==> src/common/serial_char_pkg.sv <==
// constants shared by the serial character unit: register map, field layout,
// command bits, status bits and parity kind codes.
// assumes a 32-bit classic wishbone slave with byte addressing.
// Notes on behaviour
// RULE1: clocked mode: low sample on baud edge starts
// RULE2: sample data, parity, stop; then await start
// RULE3: completed char to holding reg, raise avail
// RULE4: completion while avail set: overrun, overwrite
// RULE5: clear-status command clears overrun
// RULE6: even parity generate and check
// RULE7: odd parity generate and check
// RULE8: mark parity sends 1, 0 errors
// RULE9: space parity sends 0, 1 errors
// RULE10: parity off: no bit, no error
// RULE11: parity error flag, cleared by clear-status
// RULE12: kind 6 or 7 selects multidrop
// RULE13: multidrop receive: high parity sets error
// RULE14: address command marks next written byte
// RULE15: guard length adds idle bit periods
// RULE16: holding-free rises at next start bit
// RULE17: all-idle stays low through guard gap
// RULE18: idle limit zero disables time-out
// RULE19: 16-bit down-counter per bit, reload, flag
// RULE20: arm command stops counter until character
// RULE21: restart command counts from limit immediately
// RULE22: time-out flag drives interrupt request
// RULE23: arm or restart clears pending time-out
// RULE24: guard length field is eight bits
package serial_char_pkg;
  // ------------------------------------------------------------
  // register byte offsets
  // ------------------------------------------------------------
  localparam logic [7:0] OFS_COMMAND = 8'h00; // command_reg, write only
  localparam logic [7:0] OFS_MODE = 8'h04; // mode_config_reg
  localparam logic [7:0] OFS_STATUS = 8'h08; // channel_status_reg, read only
  localparam logic [7:0] OFS_RX_HOLD = 8'h0c; // receive_holding_reg
  localparam logic [7:0] OFS_TX_HOLD = 8'h10; // transmit_holding_reg
  localparam logic [7:0] OFS_GUARD = 8'h14; // guard_gap_reg
  localparam logic [7:0] OFS_IDLE = 8'h18; // idle_limit_reg
  // ------------------------------------------------------------
  // command bits
  // ------------------------------------------------------------
  localparam int CMD_CLEAR_STATUS = 0; // clear_status_cmd
  localparam int CMD_MARK_ADDR = 1; // mark_next_address_cmd
  localparam int CMD_ARM_IDLE = 2; // arm_idle_on_next_char_cmd
  localparam int CMD_RESTART_IDLE = 3; // restart_idle_count_cmd
  // ------------------------------------------------------------
  // status bits
  // ------------------------------------------------------------
  localparam int ST_RX_AVAIL = 0; // rx_char_avail
  localparam int ST_TX_FREE = 1; // tx_holding_free
  localparam int ST_OVERRUN = 2; // rx_overrun_flag
  localparam int ST_CHECK_ERR = 3; // check_bit_error
  localparam int ST_TX_IDLE = 4; // tx_all_idle
  localparam int ST_TIMEOUT = 5; // receiver time-out
  // ------------------------------------------------------------
  // mode field layout and check_bit_kind codes
  // ------------------------------------------------------------
  localparam int KIND_LSB = 0;
  localparam int KIND_W = 3;
  localparam logic [2:0] KIND_EVEN = 3'h0;
  localparam logic [2:0] KIND_ODD = 3'h1;
  localparam logic [2:0] KIND_SPACE = 3'h2;
  localparam logic [2:0] KIND_MARK = 3'h3;
  localparam logic [2:0] KIND_RESET = 3'h4; // parity off after reset
  localparam int GUARD_W = 8; // guard_gap_len width
  localparam int IDLE_W = 16; // idle_limit_value width
  localparam int DATA_W = 8; // character width
endpackage : serial_char_pkg

==> src/rtl/serial_char_unit.sv <==
// serial character unit: clocked-mode receiver with holding register and
// status, five parity kinds plus multidrop, transmit guard gap, idle time-out.
// assumes baudClk and rxdIn are synchronous to clk_sys; one baud rising edge
// is one bit period for both directions.
//
// Design decisions made here: the register offsets and the Wishbone interface to the registers.
`timescale 1ns/1ns
`default_nettype none
module serial_char_unit (
  input wire logic clk_sys, // system clock, 100 MHz
  input wire logic rst, // asynchronous reset, active high
  input wire logic [7:0] wbAdr, // wishbone byte address
  input wire logic [31:0] wbDatW, // wishbone write data
  input wire logic [3:0] wbSel, // wishbone byte selects
  input wire logic wbWe, // wishbone write enable
  input wire logic wbCyc, // wishbone cycle
  input wire logic wbStb, // wishbone strobe
  output logic wbAck, // wishbone acknowledge
  output logic [31:0] wbDatR, // wishbone read data
  input wire logic baudClk, // baud-rate clock level
  input wire logic rxdIn, // serial receive line
  output logic txdOut, // serial transmit line
  output logic timeoutIrq // interrupt request on receiver time-out
);
  // ------------------------------------------------------------
  // bus decode
  // ------------------------------------------------------------
  wire logic access = wbCyc & wbStb & ~wbAck; // one ack per request
  wire logic wrLow = access & wbWe & wbSel[0];
  wire logic wrHigh = access & wbWe & wbSel[1];
  wire logic wrCmd = wrLow && (wbAdr == serial_char_pkg::OFS_COMMAND);
  wire logic wrMode = wrLow && (wbAdr == serial_char_pkg::OFS_MODE);
  wire logic wrThr = wrLow && (wbAdr == serial_char_pkg::OFS_TX_HOLD);
  wire logic wrGuard = wrLow && (wbAdr == serial_char_pkg::OFS_GUARD);
  wire logic wrIdleLo = wrLow && (wbAdr == serial_char_pkg::OFS_IDLE);
  wire logic wrIdleHi = wrHigh && (wbAdr == serial_char_pkg::OFS_IDLE);
  wire logic rdRhr = access && !wbWe && (wbAdr == serial_char_pkg::OFS_RX_HOLD);
  wire logic cmdClear = wrCmd & wbDatW[serial_char_pkg::CMD_CLEAR_STATUS];
  wire logic cmdMark = wrCmd & wbDatW[serial_char_pkg::CMD_MARK_ADDR];
  wire logic cmdArm = wrCmd & wbDatW[serial_char_pkg::CMD_ARM_IDLE];
  wire logic cmdRestart = wrCmd & wbDatW[serial_char_pkg::CMD_RESTART_IDLE];

  // ------------------------------------------------------------
  // configuration registers
  // ------------------------------------------------------------
  logic [2:0] checkBitKind; // check_bit_kind
  logic [serial_char_pkg::GUARD_W-1:0] guardGapLen; // guard_gap_len, 8 bits
  logic [serial_char_pkg::IDLE_W-1:0] idleLimitValue; // idle_limit_value

  // software-written fields, byte lanes honoured
  always_ff @(posedge clk_sys or posedge rst) begin
    if (rst) begin
      checkBitKind <= serial_char_pkg::KIND_RESET;
      guardGapLen <= '0;
      idleLimitValue <= '0;
    end else begin
      if (wrMode) checkBitKind <= wbDatW[serial_char_pkg::KIND_LSB +: serial_char_pkg::KIND_W];
      if (wrGuard) guardGapLen <= wbDatW[7:0]; // RULE24
      if (wrIdleLo) idleLimitValue[7:0] <= wbDatW[7:0];
      if (wrIdleHi) idleLimitValue[15:8] <= wbDatW[15:8];
    end
  end

  // ------------------------------------------------------------
  // parity helpers
  // ------------------------------------------------------------
  // multidrop when kind is 6 or 7, parity off when kind is 4 or 5
  wire logic multidrop = (checkBitKind[2:1] == 2'b11); // RULE12
  wire logic parityOff = (checkBitKind[2:1] == 2'b10); // RULE10

  // parity bit the transmitter sends for a byte; addrMark only counts in multidrop
  function automatic logic parity_of(input logic [2:0] kind, input logic [7:0] data, input logic addrMark);
    logic bitVal;
    bitVal = 1'b0;
    unique case (kind)
      serial_char_pkg::KIND_EVEN: bitVal = ^data; // RULE6
      serial_char_pkg::KIND_ODD: bitVal = ~(^data); // RULE7
      serial_char_pkg::KIND_SPACE: bitVal = 1'b0; // RULE9
      serial_char_pkg::KIND_MARK: bitVal = 1'b1; // RULE8
      3'h6, 3'h7: bitVal = addrMark; // RULE14
      default: bitVal = 1'b0;
    endcase
    return bitVal;
  endfunction : parity_of

  // ------------------------------------------------------------
  // baud edge detect
  // ------------------------------------------------------------
  logic baudPrev; // last sampled baud level
  wire logic baudRise = baudClk & ~baudPrev; // one bit period boundary

  always_ff @(posedge clk_sys or posedge rst) begin
    if (rst) baudPrev <= 1'b0;
    else baudPrev <= baudClk;
  end

  // ------------------------------------------------------------
  // receiver
  // ------------------------------------------------------------
  typedef enum logic [1:0] {RX_WAIT, RX_DATA, RX_PAR, RX_STOP} rx_state_t;
  rx_state_t rxState;
  logic [2:0] rxCount; // data bit index
  logic [7:0] rxShift; // lsb first assembly
  logic rxParBit; // sampled parity bit
  logic [7:0] receiveHoldingReg; // receive_holding_reg
  logic rxCharAvail; // rx_char_avail
  logic rxOverrunFlag; // rx_overrun_flag
  logic checkBitError; // check_bit_error

  // a character completes at the stop-bit sample; stop level is not judged here
  wire logic rxDone = baudRise && (rxState == RX_STOP);
  // expected parity compared with the sampled one; multidrop flags any high bit
  wire logic rxParBad = multidrop ? rxParBit : // RULE13
                        (!parityOff && (rxParBit != parity_of(checkBitKind, rxShift, 1'b0))); // RULE6 RULE7 RULE8 RULE9 RULE10

  // bit-level receive sequence, advanced on baud rising edges only
  always_ff @(posedge clk_sys or posedge rst) begin
    if (rst) begin
      rxState <= RX_WAIT;
      rxCount <= '0;
      rxShift <= '0;
      rxParBit <= 1'b0;
    end else if (baudRise) begin
      unique case (rxState)
        RX_WAIT: begin
          if (!rxdIn) rxState <= RX_DATA; // RULE1
          rxCount <= '0;
        end
        RX_DATA: begin
          rxShift <= {rxdIn, rxShift[7:1]};
          rxCount <= rxCount + 3'h1;
          if (rxCount == 3'h7) rxState <= parityOff ? RX_STOP : RX_PAR; // RULE2
        end
        RX_PAR: begin
          rxParBit <= rxdIn;
          rxState <= RX_STOP;
        end
        RX_STOP: rxState <= RX_WAIT; // RULE2
      endcase
    end
  end

  // holding register and receive flags; a set always beats a clear
  always_ff @(posedge clk_sys or posedge rst) begin
    if (rst) begin
      receiveHoldingReg <= '0;
      rxCharAvail <= 1'b0;
      rxOverrunFlag <= 1'b0;
      checkBitError <= 1'b0;
    end else begin
      if (rxDone) receiveHoldingReg <= rxShift; // RULE3 RULE4
      if (rxDone) rxCharAvail <= 1'b1; // RULE3
      else if (rdRhr) rxCharAvail <= 1'b0;
      if (rxDone && rxCharAvail) rxOverrunFlag <= 1'b1; // RULE4
      else if (cmdClear) rxOverrunFlag <= 1'b0; // RULE5
      if (rxDone && rxParBad) checkBitError <= 1'b1; // RULE11
      else if (cmdClear) checkBitError <= 1'b0; // RULE11
    end
  end

  // ------------------------------------------------------------
  // transmitter
  // ------------------------------------------------------------
  typedef enum logic [2:0] {TX_IDLE, TX_START, TX_DATA, TX_PAR, TX_GUARD} tx_state_t;
  tx_state_t txState;
  logic [7:0] transmitHoldingReg; // transmit_holding_reg
  logic thrFull; // a byte waits in the holding register
  logic thrAddr; // waiting byte goes out as an address
  logic markPending; // address command seen, next write takes it
  logic [7:0] txShift; // byte being sent
  logic txParBit; // parity bit for the byte being sent
  logic [2:0] txCount; // data bit index
  logic [serial_char_pkg::GUARD_W-1:0] guardLeft; // guard periods still to send

  // the holding register drains only as a start bit goes out
  wire logic txAtEnd = (txState == TX_IDLE) || (txState == TX_GUARD && guardLeft == '0);
  wire logic txLoad = baudRise && txAtEnd && thrFull; // RULE16

  // holding register, write side and drain side
  always_ff @(posedge clk_sys or posedge rst) begin
    if (rst) begin
      transmitHoldingReg <= '0;
      thrFull <= 1'b0;
      thrAddr <= 1'b0;
      markPending <= 1'b0;
    end else begin
      if (wrThr) begin
        transmitHoldingReg <= wbDatW[7:0];
        thrAddr <= markPending | cmdMark; // RULE14
      end
      // a write while full overwrites; software is expected to poll the free flag
      if (wrThr) thrFull <= 1'b1;
      else if (txLoad) thrFull <= 1'b0; // RULE16
      if (wrThr) markPending <= 1'b0;
      else if (cmdMark) markPending <= 1'b1; // RULE14
    end
  end

  // bit-level transmit sequence
  always_ff @(posedge clk_sys or posedge rst) begin
    if (rst) begin
      txState <= TX_IDLE;
      txShift <= '0;
      txParBit <= 1'b0;
      txCount <= '0;
      guardLeft <= '0;
      txdOut <= 1'b1;
    end else if (baudRise) begin
      unique case (txState)
        TX_START: begin
          txdOut <= txShift[0];
          txShift <= {1'b0, txShift[7:1]};
          txCount <= '0;
          txState <= TX_DATA;
        end
        TX_DATA: begin
          txCount <= txCount + 3'h1;
          if (txCount == 3'h7) begin
            txdOut <= parityOff ? 1'b1 : txParBit; // RULE10
            // the stop bit is spent in the guard state before the gap counts down
            guardLeft <= guardGapLen; // RULE15
            txState <= parityOff ? TX_GUARD : TX_PAR;
          end else begin
            txdOut <= txShift[0];
            txShift <= {1'b0, txShift[7:1]};
          end
        end
        TX_PAR: begin
          txdOut <= 1'b1;
          txState <= TX_GUARD;
        end
        TX_IDLE, TX_GUARD: begin
          if (txState == TX_GUARD && guardLeft != '0) begin
            guardLeft <= guardLeft - 8'h01; // RULE15
            txdOut <= 1'b1;
          end else if (thrFull) begin
            txdOut <= 1'b0; // start bit
            txShift <= transmitHoldingReg;
            txParBit <= parity_of(checkBitKind, transmitHoldingReg, thrAddr); // RULE6 RULE7 RULE8 RULE9 RULE14
            txState <= TX_START;
          end else begin
            txdOut <= 1'b1;
            txState <= TX_IDLE;
          end
        end
        default: txState <= TX_IDLE;
      endcase
    end
  end

  // the guard gap belongs to the character, so idle waits for its end
  wire logic txAllIdle = (txState == TX_IDLE) && !thrFull; // RULE17

  // ------------------------------------------------------------
  // receiver idle time-out
  // ------------------------------------------------------------
  logic [serial_char_pkg::IDLE_W-1:0] idleCount; // 16-bit down-counter
  logic idleRun; // counter clock running
  logic idleTimeout; // time-out flag
  wire logic idleOn = (idleLimitValue != '0); // RULE18

  // count per bit period, reload per character, flag at zero
  always_ff @(posedge clk_sys or posedge rst) begin
    if (rst) begin
      idleCount <= '0;
      idleRun <= 1'b0;
      idleTimeout <= 1'b0;
    end else begin
      if (!idleOn) begin
        idleRun <= 1'b0;
        idleTimeout <= 1'b0; // RULE18
      end else if (cmdRestart) begin
        idleCount <= idleLimitValue; // RULE21
        idleRun <= 1'b1;
        idleTimeout <= 1'b0; // RULE23
      end else if (cmdArm) begin
        idleRun <= 1'b0; // RULE20
        idleTimeout <= 1'b0; // RULE23
      end else if (rxDone) begin
        idleCount <= idleLimitValue; // RULE19
        idleRun <= 1'b1;
      end else if (idleRun && baudRise) begin
        if (idleCount == 16'h0001 || idleCount == '0) begin
          idleCount <= '0;
          idleRun <= 1'b0;
          idleTimeout <= 1'b1; // RULE19
        end else begin
          idleCount <= idleCount - 16'h0001; // RULE19
        end
      end
    end
  end

  // ------------------------------------------------------------
  // status word and bus answer
  // ------------------------------------------------------------
  wire logic [31:0] statusWord = {26'h0, idleTimeout, txAllIdle, checkBitError,
                                  rxOverrunFlag, !thrFull, rxCharAvail};
  wire logic [31:0] readMux =
    (wbAdr == serial_char_pkg::OFS_MODE) ? {29'h0, checkBitKind} :
    (wbAdr == serial_char_pkg::OFS_STATUS) ? statusWord :
    (wbAdr == serial_char_pkg::OFS_RX_HOLD) ? {24'h0, receiveHoldingReg} :
    (wbAdr == serial_char_pkg::OFS_GUARD) ? {24'h0, guardGapLen} :
    (wbAdr == serial_char_pkg::OFS_IDLE) ? {16'h0, idleLimitValue} : 32'h0;

  // every address acks; unmapped ones read zero and ignore writes
  always_ff @(posedge clk_sys or posedge rst) begin
    if (rst) begin
      wbAck <= 1'b0;
      wbDatR <= '0;
      timeoutIrq <= 1'b0;
    end else begin
      wbAck <= access;
      wbDatR <= access ? readMux : 32'h0;
      timeoutIrq <= idleTimeout; // RULE22
    end
  end
endmodule : serial_char_unit
`default_nettype wire

==> config.mk <==
export PLATFORM = sky130hd
export DESIGN_NAME = serial_char_unit
export DESIGN_NICKNAME = d
export VERILOG_FILES = /design/src/common/serial_char_pkg.sv /design/src/rtl/serial_char_unit.sv
export SDC_FILE = /design/constraint.sdc
export NUM_CORES = 1
export LEC_CHECK = 0
export ABC_AREA = 1
export BUFFER_PORTS_ARGS = -buffer_cell sky130_fd_sc_hd__buf_2
export CAP_MARGIN = 10
export CORE_MARGIN = 5
export CORE_UTILIZATION = 60
export DETAILED_ROUTE_END_ITERATION = 10
export PLACE_DENSITY = 0.79
export REMOVE_ABC_BUFFERS = 1
export SLEW_MARGIN = 40
export SYNTH_ARGS = -nofsm -noshare
export SYNTH_HDL_FRONTEND = slang
export SYNTH_SLANG_ARGS = --single-unit
export TNS_END_PERCENT = 100
==> constraint.sdc <==
create_clock -name clk_sys -period 7.95 [get_ports clk_sys]
set_input_delay 1.1925 -clock clk_sys [delete_from_list [all_inputs] [get_ports clk_sys]]
set_output_delay 1.1925 -clock clk_sys [all_outputs]
set_load 0.1 [all_outputs]
==> flow_summary.html <==
<table>
<tr><th>Metric</th><th>Value</th></tr>
<tr><th colspan="2">Logic synthesis</th></tr>
<tr><td>Area contributors post-synth</td><td>dfrtp_1 46%, nand2_1 15%, o21ai_0 7.7%</td></tr>
<tr><td>Share of synthesized registers carrying an async set or reset</td><td>1.00</td></tr>
<tr><td>Most common cell in the synthesized netlist</td><td>nand2_1</td></tr>
<tr><td>Cell types with the highest counts after synthesis</td><td>270 x nand2_1, 122 x dfrtp_1, 101 x o21ai_0</td></tr>
<tr><td>Most common flop cell mapped by yosys</td><td>dfrtp_1</td></tr>
<tr><td>Main combinational cell family by area after synthesis</td><td>simple AND/OR/NAND/NOR gates</td></tr>
<tr><td>Register bit total from synthesis</td><td>124</td></tr>
<tr><td>Post-synthesis xor/xnor area fraction</td><td>0.0266</td></tr>
<tr><td>Complex-gate fraction of the synthesized area</td><td>0.122</td></tr>
<tr><td>Instance count of the mapped netlist</td><td>between 800 and 900</td></tr>
<tr><td>Number of flops mapped to enable cells by yosys</td><td>0</td></tr>
<tr><td>Synth Area in Simple Gates</td><td>0.261</td></tr>
<tr><td>Post-synth cell types</td><td>between 40 and 50</td></tr>
<tr><td>Leading area contributor after synthesis</td><td>dfrtp_1</td></tr>
<tr><td>Proportion of netlist area held by the largest area contributor</td><td>0.463</td></tr>
<tr><td>Share of synthesized cell area in full adder, half adder and majority cells</td><td>0.0228</td></tr>
<tr><td>Ys Warns</td><td>0</td></tr>
<tr><td>Share of the yosys chip area belonging to registers</td><td>0.471</td></tr>
<tr><td>Area of the mapped netlist</td><td>about 0.0066 mm^2</td></tr>
<tr><td>Mapped Avg Cell Area</td><td>7.96 um^2</td></tr>
<tr><td>Mux share of post-synthesis cell area</td><td>0.0137</td></tr>
<tr><th colspan="2">Clock network</th></tr>
<tr><td>Post-CTS Resized</td><td>0</td></tr>
<tr><td>Num Clock Sinks</td><td>around 120</td></tr>
<tr><td>Count of hold buffers inserted by post-cts repair</td><td>0</td></tr>
<tr><td>H-tree levels</td><td>4</td></tr>
<tr><td>Number of buffers added for setup after CTS</td><td>0</td></tr>
<tr><td>Root Buffer Master</td><td>clkbuf_8</td></tr>
<tr><td>Clock tree from TritonCTS</td><td>built</td></tr>
<tr><td>Number of clock buffers inserted by TritonCTS</td><td>17</td></tr>
<tr><td>Clock transition at the registers of the reported paths</td><td>roughly 0.050 ns</td></tr>
<tr><td>Insertion delay to the later sink of the worst-skew pair</td><td>between 0.5 and 0.6 ns</td></tr>
<tr><td>Deepest clock path buffer count</td><td>2</td></tr>
<tr><th colspan="2">Detailed routing</th></tr>
<tr><td>Total vias in the final route</td><td>approximately 5,600</td></tr>
<tr><td>Initial detailed-routing violation count</td><td>403</td></tr>
<tr><td>Post-detailed-route DRC marker count</td><td>0</td></tr>
<tr><td>Routed wire length</td><td>around 16 mm</td></tr>
<tr><td>Number of detailed-route iterations in the first pass</td><td>5</td></tr>
<tr><td>Via density</td><td>5.42</td></tr>
<tr><td>Routed wire length per instance</td><td>roughly 15 um</td></tr>
<tr><td>Number of nets with antenna violations after detailed routing</td><td>0</td></tr>
<tr><th colspan="2">Worst setup path</th></tr>
<tr><td>Worst setup EP type</td><td>output port</td></tr>
<tr><td>Buf+Inv Stages, Crit Path</td><td>1</td></tr>
<tr><td>Crit path cell chain</td><td>buf_2</td></tr>
<tr><td>Largest fanout on the critical path</td><td>2</td></tr>
<tr><td>Setup slack of the worst register-to-register path</td><td>5.82 ns</td></tr>
<tr><td>Worst-path cell with the longest stage delay</td><td>dfstp_2</td></tr>
<tr><td>Critical path class</td><td>reg2out</td></tr>
<tr><td>Data required, critical path</td><td>roughly 6.8 ns</td></tr>
<tr><td>Worst path top cell family by delay</td><td>flip-flops</td></tr>
<tr><td>Data arrival, critical path</td><td>1.48 ns</td></tr>
<tr><td>Max incr delay on CP</td><td>around 0.53 ns</td></tr>
<tr><td>Worst setup SP type</td><td>flop</td></tr>
<tr><th colspan="2">Floorplanning</th></tr>
<tr><td>Starting density of the core</td><td>0.610</td></tr>
<tr><td>Core Rows</td><td>38</td></tr>
<tr><td>Number of top-level pins</td><td>86</td></tr>
<tr><td>Standard cell core area</td><td>~0.011 mm^2</td></tr>
<tr><td>Die area</td><td>roughly 0.013 mm^2</td></tr>
<tr><td>Horizontal die dimension</td><td>115 um</td></tr>
<tr><td>Die outline height</td><td>about 110 um</td></tr>
<tr><th colspan="2">Final layout</th></tr>
<tr><td>Filler Cells Inserted</td><td>about 860</td></tr>
<tr><td>Antenna diodes</td><td>0</td></tr>
<tr><td>Total Nets Final</td><td>about 940</td></tr>
<tr><td>Area of the multi-input gates</td><td>about 0.0030 mm^2</td></tr>
<tr><td>Register cell area after layout</td><td>between 0.003 and 0.004 mm^2</td></tr>
<tr><td>Layout overhead on the synthesized area</td><td>12.9%</td></tr>
<tr><td>Fraction of final layout cells sized beyond drive strength 1</td><td>0.145</td></tr>
<tr><td>Area of all placed cells without fillers</td><td>about 0.0074 mm^2</td></tr>
<tr><th colspan="2">GRT</th></tr>
<tr><td>Total Routing Usage GR</td><td>0.251</td></tr>
<tr><td>Antenna violations before repair</td><td>0</td></tr>
<tr><td>Pin count of the biggest net entering global routing</td><td>56</td></tr>
<tr><td>Global route total overflow</td><td>0</td></tr>
<tr><td>First-pass GRT wire length</td><td>roughly 26 mm</td></tr>
<tr><td>Via count of the first global-routing pass</td><td>about 5,500</td></tr>
<tr><th colspan="2">Placed design</th></tr>
<tr><td>DP Wirelength</td><td>between 10 and 15 mm</td></tr>
<tr><td>Setup slack after placement</td><td>slightly above 5 ns</td></tr>
<tr><td>Post-detailed-placement cell area</td><td>slightly below 0.007 mm^2</td></tr>
<tr><td>IO Port Bufs</td><td>between 50 and 60</td></tr>
<tr><td>Routability Congestion</td><td>~0.87</td></tr>
<tr><th colspan="2">STA</th></tr>
<tr><td>Highest attainable clock frequency</td><td>374 MHz</td></tr>
<tr><td>Post-layout min period</td><td>around 2.7 ns</td></tr>
<tr><td>Ratio of final minimum period to clock period</td><td>0.336</td></tr>
<tr><td>Hold slack</td><td>0.464 ns</td></tr>
<tr><td>Hold Violations, Final</td><td>0</td></tr>
<tr><td>Final clock skew</td><td>a little over 0.005 ns</td></tr>
<tr><td>RSZ-0062 raised after global routing</td><td>false</td></tr>
<tr><td>Final setup slack of the worst path</td><td>roughly 5.3 ns</td></tr>
<tr><td>Tightest Pin Transition</td><td>0.685 ns</td></tr>
<tr><td>Max-slew violation count</td><td>0</td></tr>
<tr><td>Max_slew headroom</td><td>0.542</td></tr>
<tr><td>Final TNS setup</td><td>0 ns</td></tr>
<tr><td>Endpoints failing setup</td><td>0</td></tr>
<tr><th colspan="2">Power and ir drop</th></tr>
<tr><td>Power density over the cells</td><td>279 mW/mm^2</td></tr>
<tr><td>Worst VDD drop</td><td>approximately 170 uV</td></tr>
<tr><td>Total power draw</td><td>around 2100 uW</td></tr>
<tr><td>Standby leakage power</td><td>around 0.0038 uW</td></tr>
<tr><th colspan="2">Min path</th></tr>
<tr><td>Hold WC Path Type</td><td>reg2reg</td></tr>
<tr><th colspan="2">Outcome</th></tr>
<tr><td>Outcome</td><td>finished, final reports clean</td></tr>
<tr><th colspan="2">Job</th></tr>
<tr><td>Max_cap viols</td><td>0</td></tr>
</table>
-- metrics by stage --
| stage | util | std cells |
|---|---|---|
| finish | 0.689 | 1032 |
| global route | 0.689 | 1032 |
| CTS | 0.689 | 1032 |
| detailed placement | 0.637 | 1001 |
| global placement | 0.635 | 1000 |
| floorplan | - | 808 |
-- flip-flops by register name, summed over array words and instances (netlist names), 2 cells and up --
signal              flops
wbDatR                 16
receiveHoldingReg       8
txShift                 8
guardGapLen             8
idleLimitValue         16
txState                 3
checkBitKind            3
transmitHoldingReg      8
guardLeft               8
rxCount                 3
rxState                 2
idleCount              16
rxShift                 8
txCount                 3
-- placed cells by master, fill, tap and decap left out, drive strengths merged --
cell      netlist  layout
o41ai           1       1
xor2           10      10
nor4            3       3
clkbuf          8      24
nand4          11      11
dfrtp         122     122
a21boi          3       3
bufinv          0       1
clkinv          2       7
or2             1       1
o21ai         102     102
nand2         274     274
mux2            8       8
nor3b           1       1
inv            80      80
nand3          33      33
a22o            1       1
o21a            1       1
o22ai           2       2
a31oi          10      10
nor3           11      11
o31ai           1       1
a21oi          16      16
clkinvlp        0       1
dfstp           2       2
buf            27      53
nor2           68      68
o21bai          1       1
conb            1      16
nand3b          1       1
xnor2          10      10
ha             12      12
o211ai          5       5
-- where the power goes --
part,total (uW),leakage (uW),internal [uW],switching (uW)
logic,534,0.00188,165,368
clock network,719,0.000277,451,268
registers,822,0.00166,740,82.1
-- cell type report --
class,instances,area share
clock buffer,24,0.0660
clock inverter,7,0.00841
inverter,82,0.0427
multi-input combinational,602,0.404
sequential,124,0.418
tap,140,0.0236
timing repair buffer,53,0.0380
-- routing by layer --
metal	global-route usage	vias to the layer above	part of all wire	routed length [um]
li1	-	2746	-	-
met1	0.329	2641	0.44	6850
met2	0.401	168	0.48	7420
met3	0.0642	36	0.055	856
met4	0.101	0	0.025	388
met5	0	-	0	0
-- path summary, 6_finish.rpt --
check                            start            to  cells after the start
max                             txdOut        txdOut                      1
min                        idleTimeout    timeoutIrq                      0
max reg2reg                 txState[0]    txShift[2]                     10
min reg2reg                idleTimeout    timeoutIrq                      0
max in group asynchronous          rst    rxShift[3]                      4
min in group asynchronous          rst  guardLeft[7]                      2
-- cell families (layout without fill, tap and decap cells) --
logic type                 count (synthesis)  after routing
other                                      1             16
DFF                                      124            124
buffers and inverters                    117            166
muxes                                      8              8
and+or+nand+nor                          403            403
xor gates and xnor gates                  20             20
AOI/OAI and AO/OA                        143            143
adders and majority gates                 12             12
-- worst register-to-register path: stages, from the launching register on --
cell	delay (ns)
dfrtp_1	0.47
nor2_4	0.45
inv_4	0.19
nor2_2	0.20
nor2_2	0.05
nand2_1	0.08
a21oi_2	0.04
nand2_2	0.10
clkinv_2	0.22
nor2_2	0.16
a31oi_2	0.05
Power figures use the tool's default switching activity.
